--- src/verilog/cprs_pkg.sv ---
// package of constants for the central register set
// assumes write-line bit n sits at vector index n-1
package cprs_pkg;

   // --------------------
   // widths
   // --------------------
   localparam int WORD_W   = 16;  // write lines and full registers
   localparam int ADDR_W   = 12;  // memory address register
   localparam int ERAS_W   = 10;  // erasable select part of the address
   localparam int ORDER_W  = 4;   // order-code register
   localparam int SLOT_W   = 4;   // memory-cycle time slot number
   localparam int ERAS_LOCATIONS = 1024;

   // --------------------
   // field positions (index = bit number - 1)
   // --------------------
   localparam int PARITY_POS   = 14;  // buffer bit 15
   localparam int SIGN_POS     = 15;  // bit 16
   localparam int LOWP_MULT_POS = 13; // low-product bit 14
   localparam int ORDER_LO_POS = 12;  // bits 13..14 of a word
   localparam int ORDER_HI_POS = 14;  // bits 15..16 of a word

   // --------------------
   // memory-cycle timing slots
   // --------------------
   localparam logic [SLOT_W-1:0] SLOT_ADDR_LOAD  = 4'h1;  // action 1
   localparam logic [SLOT_W-1:0] SLOT_SENSE_LAST = 4'h6;  // word valid by action 6
   localparam logic [SLOT_W-1:0] SLOT_NEW_INSTR  = 4'hC;  // time 12

   // --------------------
   // shift and cycle addresses, order codes, reset values
   // --------------------
   localparam logic [ADDR_W-1:0]  ADDR_CYCLE_RIGHT = 12'h010;  // octal 20
   localparam logic [ADDR_W-1:0]  ADDR_SHIFT_RIGHT = 12'h011;  // octal 21
   localparam logic [ADDR_W-1:0]  ADDR_CYCLE_LEFT  = 12'h012;  // octal 22
   localparam logic [ADDR_W-1:0]  ADDR_SHIFT_LEFT  = 12'h013;  // octal 23
   localparam logic [ORDER_W-1:0] ORDER_INTERRUPT  = 4'h3;     // 0011
   localparam logic [ORDER_W-1:0] ORDER_START      = 4'h0;     // 0000
   localparam logic [WORD_W-1:0]  WORD_RESET       = 16'h0000;
   localparam logic [ADDR_W-1:0]  ADDR_RESET       = 12'h000;
   localparam logic [ORDER_W-1:0] ORDER_RESET      = 4'h0;

   // buffer write modes chosen from the address register
   typedef enum logic [2:0] {
      CPRS_WR_NORMAL,
      CPRS_WR_CYCLE_RIGHT,
      CPRS_WR_SHIFT_RIGHT,
      CPRS_WR_CYCLE_LEFT,
      CPRS_WR_SHIFT_LEFT
   } cprs_wr_mode_t;

endpackage : cprs_pkg

--- src/verilog/cprs_reg_set.sv ---
// central processor register set: counter, low product, instruction
// buffer, address and order-code registers, memory buffer
// assumes all strobes come from the sequence generator on clock_in,
// one cycle long, already decoded; no synchroniser is needed on them
//
// Contract
// - address and order-code registers: 16 bits, no read, both rails out
// - address is 12 bits; 10 pick erasable, all 12 pick fixed
// - address strobe loads write lines 1..12
// - address load at action 1, except on first multiply step
// - order code holds bits 13..16; 13..14 sequence path, 15..16 direct
// - request at time 11 arms; order code cleared at time 12
// - time 12 reads instruction buffer; upper, lower bits on separate strobes
// - interrupt at time 12 drops readout and upper strobe; code 0011
// - no interrupt during interrupt program; inhibit rests zero otherwise (here the monitor inhibit also sets it)
// - restart kills both order strobes, forces 0000, masks ground start
// - ground start kills order strobes, forces 0000 for special transfer
// - memory buffer carries every memory word, shifts or cycles when addressed
// - sense outputs load buffer under cycle timing, valid by action 6
// - buffer bit 15 is parity only, generated for erasable writes
// - buffer drives 16 memory-input lines
// - normal load from write lines skips bit 15; other sets shift only
// - low product bit n takes line n+1 up to 13, line 1 above; 14 multiply
// - instruction buffer: write, clear, true read, complement read
// - counter: common write, clear and read strobes
// - addresses octal 20..23 cycle/shift buffer right/left around bit 15
//
// Decided for this implementation: the address-and-strobe port and the placing of the registers.

`timescale 1ns/1ps

module cprs_reg_set
   import cprs_pkg::*;
(
   input  wire logic                          clock_in,
   input  wire logic                          rst_b_in,
   // write-line bus and memory-cycle timing
   input  wire logic [cprs_pkg::WORD_W-1:0]   write_line_bus_bit_in,
   input  wire logic [cprs_pkg::SLOT_W-1:0]   memory_cycle_time_in,
   // program counter
   input  wire logic                          counter_write_strobe_in,
   input  wire logic                          counter_clear_strobe_in,
   input  wire logic                          counter_read_strobe_in,
   // low product
   input  wire logic                          low_product_write_strobe_in,
   input  wire logic                          low_product_clear_strobe_in,
   input  wire logic                          low_product_read_strobe_in,
   input  wire logic                          multiply_shift_write_strobe_in,
   // instruction buffer
   input  wire logic                          instr_buffer_write_strobe_in,
   input  wire logic                          instr_buffer_clear_strobe_in,
   input  wire logic                          instr_buffer_read_strobe_in,
   input  wire logic                          instr_buffer_read_inverted_in,
   // address register and order code
   input  wire logic                          address_write_pulse_in,
   input  wire logic                          multiply_first_subinstruction_in,
   input  wire logic                          address_reg_clear_strobe_in,
   input  wire logic                          new_instruction_request_in,
   input  wire logic                          interrupt_request_pending_in,
   input  wire logic                          interrupt_return_in,
   input  wire logic                          restart_request_in,
   input  wire logic                          ground_test_start_request_in,
   input  wire logic                          monitor_interrupt_inhibit_in,
   // memory buffer
   input  wire logic [cprs_pkg::WORD_W-1:0]   sense_amplifier_output_in,
   input  wire logic                          sense_load_strobe_in,
   input  wire logic                          buffer_write_strobe_in,
   input  wire logic                          buffer_clear_strobe_in,
   input  wire logic                          parity_bit_write_in,
   // outputs
   output logic [cprs_pkg::WORD_W-1:0]        write_line_drive_out,
   output logic [cprs_pkg::WORD_W-1:0]        counter_out,
   output logic [cprs_pkg::WORD_W-1:0]        low_product_register_out,
   output logic [cprs_pkg::WORD_W-1:0]        instr_buffer_out,
   output logic [cprs_pkg::ADDR_W-1:0]        address_reg_output_bit_out,
   output logic [cprs_pkg::ADDR_W-1:0]        address_reg_output_bit_n_out,
   output logic [cprs_pkg::ORDER_W-1:0]       order_code_register_out,
   output logic [cprs_pkg::ORDER_W-1:0]       order_code_register_n_out,
   output logic [cprs_pkg::WORD_W-1:0]        buffer_to_memory_line_out,
   output logic                               interrupt_active_out,
   output logic                               interrupt_inhibit_out,
   output logic                               special_transfer_control_out
);
   import cprs_pkg::*;

   // --------------------
   // functions
   // --------------------

   // clear first, then wired-or the write in, as the gates do
   function automatic logic [WORD_W-1:0] clr_wr(input logic [WORD_W-1:0] cur,
                                                input logic              clr,
                                                input logic              wr,
                                                input logic [WORD_W-1:0] data);
      logic [WORD_W-1:0] v;
      v = clr ? WORD_RESET : cur;
      if (wr) begin
         v = v | data;
      end
      return v;
   endfunction : clr_wr

   // pick the 15 data bits around the parity position (bit 16 on top)
   function automatic logic [WORD_W-2:0] strip_parity(input logic [WORD_W-1:0] w);
      return {w[SIGN_POS], w[PARITY_POS-1:0]};
   endfunction : strip_parity

   // put 15 data bits back around a given parity bit
   function automatic logic [WORD_W-1:0] add_parity(input logic [WORD_W-2:0] d,
                                                    input logic              p);
      return {d[WORD_W-2], p, d[PARITY_POS-1:0]};
   endfunction : add_parity

   // --------------------
   // reset release
   // --------------------
   logic rst_meta_ff;
   logic rst_sync_ff;

   // async assert, two-stage release so no register leaves reset mid-edge
   always_ff @(posedge clock_in or negedge rst_b_in) begin
      if (!rst_b_in) begin
         rst_meta_ff <= 1'b0;
         rst_sync_ff <= 1'b0;
      end else begin
         rst_meta_ff <= 1'b1;
         rst_sync_ff <= rst_meta_ff;
      end
   end

   // --------------------
   // gated strobes
   // --------------------
   logic          at_time12;
   logic          newi_t12;
   logic          restart_eff;
   logic          gts_eff;
   logic          rupt_take;
   logic          lower_write;
   logic          upper_write;
   logic          order_readout;
   logic          addr_write;
   logic          sense_load;
   cprs_wr_mode_t wr_mode;

   logic [WORD_W-1:0]  counter_ff,  nxt_counter;
   logic [WORD_W-1:0]  lowp_ff,     nxt_lowp;
   logic [WORD_W-1:0]  ib_ff,       nxt_ib;
   logic [ADDR_W-1:0]  addr_ff,     nxt_addr;
   logic [ADDR_W-1:0]  addr_n_ff;
   logic [ORDER_W-1:0] order_ff,    nxt_order;
   logic [ORDER_W-1:0] order_n_ff;
   logic [WORD_W-1:0]  buf_ff,      nxt_buf;
   logic [WORD_W-1:0]  rdbus_ff,    nxt_rdbus;
   logic               rupt_act_ff;
   logic               inhibit_ff;
   logic               stc_ff;

   // the request raised at time 11 is honoured on the time-12 slot
   assign at_time12 = (memory_cycle_time_in == SLOT_NEW_INSTR);
   assign newi_t12  = new_instruction_request_in & at_time12;
   // restart masks the ground-test start entirely
   assign restart_eff = restart_request_in;
   assign gts_eff     = ground_test_start_request_in & ~restart_request_in;
   // block a new interrupt while one runs or while the monitor inhibits
   assign rupt_take   = newi_t12 & interrupt_request_pending_in & ~rupt_act_ff
                        & ~monitor_interrupt_inhibit_in & ~restart_eff & ~gts_eff;
   // both order strobes die on either start request
   assign lower_write   = newi_t12 & ~restart_eff & ~gts_eff;
   assign upper_write   = lower_write & ~rupt_take;
   assign order_readout = upper_write;
   // address load at action 1 except on the first multiply step
   assign addr_write = address_write_pulse_in & ~multiply_first_subinstruction_in
                       & (memory_cycle_time_in == SLOT_ADDR_LOAD);
   // sense data may only land up to action 6
   assign sense_load = sense_load_strobe_in
                       & (memory_cycle_time_in <= SLOT_SENSE_LAST);

   // --------------------
   // buffer write mode from the address register
   // --------------------
   // decode on the latched address, not the write lines
   always_comb begin
      unique case (addr_ff)
         ADDR_CYCLE_RIGHT: wr_mode = CPRS_WR_CYCLE_RIGHT;
         ADDR_SHIFT_RIGHT: wr_mode = CPRS_WR_SHIFT_RIGHT;
         ADDR_CYCLE_LEFT:  wr_mode = CPRS_WR_CYCLE_LEFT;
         ADDR_SHIFT_LEFT:  wr_mode = CPRS_WR_SHIFT_LEFT;
         default:          wr_mode = CPRS_WR_NORMAL;
      endcase
   end

   // --------------------
   // next values
   // --------------------
   // counter: plain common strobes
   always_comb begin
      nxt_counter = clr_wr(counter_ff, counter_clear_strobe_in,
                           counter_write_strobe_in, write_line_bus_bit_in);
   end

   // low product: one-place right shift from the write lines, line 1 fill
   always_comb begin
      logic [WORD_W-1:0] lpw;
      logic [WORD_W-1:0] mpw;
      lpw = {{3{write_line_bus_bit_in[0]}},
             write_line_bus_bit_in[LOWP_MULT_POS:1]};
      mpw = WORD_RESET;
      mpw[LOWP_MULT_POS] = write_line_bus_bit_in[0];
      nxt_lowp = clr_wr(lowp_ff, low_product_clear_strobe_in,
                        low_product_write_strobe_in, lpw);
      if (multiply_shift_write_strobe_in) begin
         nxt_lowp = nxt_lowp | mpw;
      end
   end

   // instruction buffer
   always_comb begin
      nxt_ib = clr_wr(ib_ff, instr_buffer_clear_strobe_in,
                      instr_buffer_write_strobe_in, write_line_bus_bit_in);
   end

   // address register, write lines 1..12 only
   always_comb begin
      nxt_addr = address_reg_clear_strobe_in ? ADDR_RESET : addr_ff;
      if (addr_write) begin
         nxt_addr = nxt_addr | write_line_bus_bit_in[ADDR_W-1:0];
      end
   end

   // order code: cleared at time 12, then two separate write strobes;
   // the buffer readout reaches the register directly in the same cycle
   always_comb begin
      nxt_order = order_ff;
      if (newi_t12) begin
         nxt_order = ORDER_START;
         if (upper_write) begin
            nxt_order[3:2] = ib_ff[ORDER_HI_POS +: 2];
         end
         if (rupt_take) begin
            nxt_order = nxt_order | ORDER_INTERRUPT;
         end else if (lower_write) begin
            nxt_order[1:0] = ib_ff[ORDER_LO_POS +: 2];
         end
      end
   end

   // memory buffer: sense load, write-line load or shift, parity insert
   always_comb begin
      logic [WORD_W-2:0] d;
      logic [WORD_W-2:0] s;
      d = strip_parity(write_line_bus_bit_in);
      s = d;
      nxt_buf = buffer_clear_strobe_in ? WORD_RESET : buf_ff;
      unique case (wr_mode)
         CPRS_WR_CYCLE_RIGHT: s = {d[0], d[WORD_W-2:1]};
         CPRS_WR_SHIFT_RIGHT: s = {d[WORD_W-2], d[WORD_W-2:1]};
         CPRS_WR_CYCLE_LEFT:  s = {d[WORD_W-3:0], d[WORD_W-2]};
         CPRS_WR_SHIFT_LEFT:  s = {d[WORD_W-3:0], 1'b0};
         CPRS_WR_NORMAL:      s = d;
      endcase
      if (buffer_write_strobe_in) begin
         // parity position is never written from the lines
         nxt_buf = nxt_buf | add_parity(s, 1'b0);
      end
      if (sense_load) begin
         nxt_buf = nxt_buf | sense_amplifier_output_in;
      end
      if (parity_bit_write_in) begin
         // odd parity over the fifteen data bits
         nxt_buf[PARITY_POS] = ~(^strip_parity(nxt_buf));
      end
   end

   // readout onto the write lines, registered: valid the cycle after
   always_comb begin
      nxt_rdbus = WORD_RESET;
      if (counter_read_strobe_in) begin
         nxt_rdbus = nxt_rdbus | counter_ff;
      end
      if (low_product_read_strobe_in) begin
         nxt_rdbus = nxt_rdbus | lowp_ff;
      end
      if (instr_buffer_read_strobe_in | order_readout) begin
         nxt_rdbus = nxt_rdbus | ib_ff;
      end
      if (instr_buffer_read_inverted_in) begin
         nxt_rdbus = nxt_rdbus | ~ib_ff;
      end
   end

   // --------------------
   // state registers
   // --------------------
   // data registers
   always_ff @(posedge clock_in or negedge rst_sync_ff) begin
      if (!rst_sync_ff) begin
         counter_ff <= WORD_RESET;
         lowp_ff    <= WORD_RESET;
         ib_ff      <= WORD_RESET;
         buf_ff     <= WORD_RESET;
         rdbus_ff   <= WORD_RESET;
      end else begin
         counter_ff <= nxt_counter;
         lowp_ff    <= nxt_lowp;
         ib_ff      <= nxt_ib;
         buf_ff     <= nxt_buf;
         rdbus_ff   <= nxt_rdbus;
      end
   end

   // address and order code with separately held complements,
   // so both rails come straight from flip-flops
   always_ff @(posedge clock_in or negedge rst_sync_ff) begin
      if (!rst_sync_ff) begin
         addr_ff    <= ADDR_RESET;
         addr_n_ff  <= ~ADDR_RESET;
         order_ff   <= ORDER_RESET;
         order_n_ff <= ~ORDER_RESET;
      end else begin
         addr_ff    <= nxt_addr;
         addr_n_ff  <= ~nxt_addr;
         order_ff   <= nxt_order;
         order_n_ff <= ~nxt_order;
      end
   end

   // interrupt program state; restart and start requests end it
   always_ff @(posedge clock_in or negedge rst_sync_ff) begin
      if (!rst_sync_ff) begin
         rupt_act_ff <= 1'b0;
         inhibit_ff  <= 1'b0;
      end else begin
         if (restart_eff | gts_eff | interrupt_return_in) begin
            rupt_act_ff <= 1'b0;
         end else if (rupt_take) begin
            rupt_act_ff <= 1'b1;
         end
         // zero outside interrupts unless the monitor holds it
         inhibit_ff <= (rupt_act_ff | rupt_take | monitor_interrupt_inhibit_in)
                       & ~restart_eff & ~gts_eff;
      end
   end

   // marks that the forced 0000 is the special transfer, not restart
   always_ff @(posedge clock_in or negedge rst_sync_ff) begin
      if (!rst_sync_ff) begin
         stc_ff <= 1'b0;
      end else if (newi_t12) begin
         stc_ff <= gts_eff;
      end
   end

   // --------------------
   // outputs
   // --------------------
   assign write_line_drive_out         = rdbus_ff;
   assign counter_out                  = counter_ff;
   assign low_product_register_out     = lowp_ff;
   assign instr_buffer_out             = ib_ff;
   assign address_reg_output_bit_out   = addr_ff;
   assign address_reg_output_bit_n_out = addr_n_ff;
   assign order_code_register_out      = order_ff;
   assign order_code_register_n_out    = order_n_ff;
   assign buffer_to_memory_line_out    = buf_ff;
   assign interrupt_active_out         = rupt_act_ff;
   assign interrupt_inhibit_out        = inhibit_ff;
   assign special_transfer_control_out = stc_ff;

endmodule : cprs_reg_set
--- config.mk ---
export PLATFORM = sky130hd
export DESIGN_NAME = cprs_reg_set
export DESIGN_NICKNAME = d
export VERILOG_FILES = /design/src/verilog/cprs_pkg.sv /design/src/verilog/cprs_reg_set.sv
export SDC_FILE = /design/constraint.sdc
export NUM_CORES = 1
export LEC_CHECK = 0
export ABC_AREA = 1
export BUFFER_PORTS_ARGS = -buffer_cell sky130_fd_sc_hd__clkbuf_2
export CAP_MARGIN = 10
export CELL_PAD_IN_SITES_DETAIL_PLACEMENT = 0
export CELL_PAD_IN_SITES_GLOBAL_PLACEMENT = 1
export CORE_MARGIN = 3
export CORE_UTILIZATION = 25
export DETAILED_ROUTE_END_ITERATION = 10
export GPL_ROUTABILITY_DRIVEN = 0
export PLACE_DENSITY_LB_ADDON = 0.12
export SLEW_MARGIN = 20
export SYNTH_ARGS = -nofsm -noshare
export SYNTH_HDL_FRONTEND = slang
export SYNTH_SLANG_ARGS = --single-unit
--- constraint.sdc ---
create_clock -name clock_in -period 7.6 [get_ports clock_in]
set_input_delay 0 -clock clock_in [delete_from_list [all_inputs] [get_ports clock_in]]
set_output_delay 0 -clock clock_in [all_outputs]
set_load 0.01 [all_outputs]
==> results.md <==
- Status: completed
- DR vias: 5220
- Synth top area cells: dfrtp_1, nand2_1, inv_1
- # DRC: 0
- Synthesized area: roughly 0.0054 mm^2
- # clock sinks: 117
- Crit share post-route: between 40 and 50%
- Yosys cell types: 28
- Antenna diodes: 0
- Vias in the first global route: about 5400
- Pleak: between 0.003 and 0.004 uW
- Worst hold path stage count: 5
- Register area: about 0.0030 mm^2
- Detail Route Antenna Nets: 0
- Post-Layout Inst Area: approximately 0.0075 mm^2
- Reg-to-reg setup timing slack: 4.39 ns
- Final Slew Violations: 0
- Final HPWL DP: 13700 um
- Worst min path class: in -> reg
- FP Rows: 53
- Latest clock arrival within the worst-skew pair: approximately 0.42 ns
- Min-Delay Startpoint: sense_amplifier_output_in[13]
- Fin. Hold Viols: 0
- Setup tns final: 0 ns
- CTS buffer count: 17
- Crit. Startpoint: address_reg_output_bit_out[9]
- Ys Warns: 0
- Fmax: between 300 and 400 MHz
- Cell mode on critical path: nand2_1
- I/O pins: about 180
- Syn Area/Cell: about 8.5 um^2
- Multi-input gate area: 0.00188 mm^2
- Worst slew margin: 36.2%
- CP Capture Type: register
- P&R area growth vs syn: 38.4%
- RR Endpoint: buffer_to_memory_line_out[14]
- Die area: 0.0236 mm^2
- Number of cells on the worst reg-to-reg path: 20
- Slowest cell on the critical path: nor2_4
- Synth top area share: a little under half
- MaxCap Viol Count: 0
- Htree depth: 4
- Seq cells post-synth: ~120
- First-pass GRT wire length: between 30000 and 40000 um
- Post-synth EDFFs: 0
- Hold_buf cts: 35
- Arrival @ worst endpoint: between 3 and 4 ns
- Routed len/inst: ~17 um
- Overflow after GRT: 0
- Kind of critical path: reg -> reg
- RR Startpoint: address_reg_output_bit_out[9]
- Mapped Cells: roughly 640
- Layout net count: just over 900
- Seq/Total Area, Yosys: approximately 54%
- Die Height: between 150 and 200 um
- Fin Clk Skew: 0.0147 ns
- First-pass DRT Iterations: 4
- RSZ-0062 raised after global routing: false
- Fin crit period: 3.21 ns
- PwrDens: approximately 250 mW/mm^2
- Syn nets: 703
- Largest net degree at the start of global routing: 75
- Hold EP: buffer_to_memory_line_out[13]
- Post-CTS sizing: 0
- CP startpoint kind: register
- Fillcell total: approximately 2300
- VDD IR max: around 0.13 mV
- Iter 0 DRT Violations: 409
- Slew @ Worst Pin: approximately 0.96 ns
- CTS tree: done
- Root Buffer: clkbuf_16
- WL final: about 19000 um
- Tot GR Track Use: 16.4%
- Ys flop type: dfrtp_1
- Max clock buf depth: 2
- Worst path cell trace: nor2_1, nand2_1, nor2_4, nand2_4, nand2_1, nand3_1, nand2_1, nand2_1, nand2_1, inv_1, nor2_1, nand2_1, nand2_1, nand2_1, nand2_1, nand2_1, nand2_1, nand2_1, nand2_1, dlygate4sd3_1
- Starting Density: 25.7%
- Die Wd: between 150 and 200 um
- Final setup viols: 0
- Via density: 4.60
- Critical Path Fanout Max: 32
- Clock-pin slew on the worst setup and hold paths: 0.07 ns
- Yosys top cell by area: dfrtp_1
- Core footprint: between 0.02 and 0.025 mm^2
- Initial antenna violation count: 0
- Fraction of layout cells with a size suffix above 1: 29.0%
- Port bufs: roughly 180
- Post-CTS Setup Bufs: 0
- Post-DP Area: ~0.0066 mm^2
- Required @ worst endpoint: 7.96 ns
- Fraction of registers with async set/reset: 100%
- Crit path largest cell delay: about 0.57 ns
## cells in the mapped netlist, types with 3 or more instances
cell       instances
dfstp_2           16
nand3_2            6
nand2_1          158
nand2_2            8
nor2_4             3
buf_2              4
inv_1            125
buf_6              3
o21ai_0           19
nand4_1           19
dfrtp_1          101
o2111ai_1          3
a21oi_1           16
inv_2              4
clkbuf_1          18
nand3_1           36
o22ai_1           68
a221o_1            7
nor2_1            13
## kinds of logic after synthesis
family | count (synthesis) | synth area share [%]
AO/OA/AOI/OAI | 118 | 13.5
buffers and inverters | 155 | 11.3
flip-flops | 117 | 54.1
other | 1 | 0.0689
AND/OR/NAND/NOR | 250 | 21.0
## stage by stage
stage	hold WS, ns	setup WS (ns)	util (%)	std cells	total power, uW
finish	0.0220	4.39	35.5	1134	1910
detailed placement	-0.213	4.92	30.9	1067	1040
global placement	-0.214	5.01	30.9	1067	1030
global route	0.0308	4.03	35.5	1134	2010
CTS	0.00923	4.38	35.5	1134	1940
floorplan	-0.296	4.13	-	641	900
## per-layer routing
metal  share of wire [%]  track usage (%)  up-vias
met4                 1.9             5.42        0
met5                   0                0        -
met2                  48             26.6      162
li1                    -                -     2509
met1                  44             21.2     2522
met3                 5.9             4.36       27
## placed cells by master, fill, tap and decap left out, types with 3 or more instances in the layout
cell,synthesis,layout
a21oi_1,16,16
a221o_1,7,7
bufinv_16,0,4
clkbuf_16,0,17
clkbuf_2,0,176
dfrtp_1,101,100
dfstp_2,16,16
dlygate4sd3_1,0,35
inv_1,125,125
inv_2,4,4
nand2_1,158,158
nand2_2,8,8
nand3_1,36,36
nand3_2,6,6
nand4_1,19,19
nor2_1,13,13
nor2_4,3,3
o2111ai_1,3,3
o21ai_0,19,19
o22ai_1,68,68
## cell type report
| class | count | area share, % |
|---|---|---|
| tap | 275 | 4.57 |
| timing repair buffer | 212 | 16.4 |
| clock inverter | 11 | 2.29 |
| inverter | 129 | 6.43 |
| multi-input combinational | 369 | 25.0 |
| sequential | 117 | 39.2 |
| clock buffer | 21 | 6.11 |
## worst max-delay path, delay by kind of cell, from the launching register on
kind / cells / cell delay, ns
simple gates: 18 / 2.18
buf+inv: 2 / 0.58
flops: 1 / 0.40
## flip-flops by register name (all words and copies together) (netlist names)
register / count
instr_buffer_out: 16
counter_out: 16
low_product_register_out: 16
interrupt_inhibit_out: 1
special_transfer_control_out: 1
buffer_to_memory_line_out: 16
rst_sync_ff: 1
write_line_drive_out: 16
address_reg_output_bit_out: 12
order_code_register_out: 4
address_reg_output_bit_n_out: 12
order_code_register_n_out: 4
interrupt_active_out: 1
rst_meta_ff: 1
## worst max path at each step
| stage | slack, ns | end |
|---|---|---|
| final | 4.39 | buffer_to_memory_line_out[14] |
| after global routing | 4.03 | buffer_to_memory_line_out[14] |
| after CTS | 4.38 | buffer_to_memory_line_out[14] |
| after detailed placement | 4.92 | buffer_to_memory_line_out[14] |
| after global placement | 5.01 | buffer_to_memory_line_out[14] |
| after floorplan | 4.13 | address_reg_output_bit_out[0] |
## power by group
group	total [uW]	switching, uW	internal (uW)
Sequential	727	42.1	685
Combinational	310	188	122
Clock	876	308	568
No activity file was read; power rests on OpenSTA's default activity.
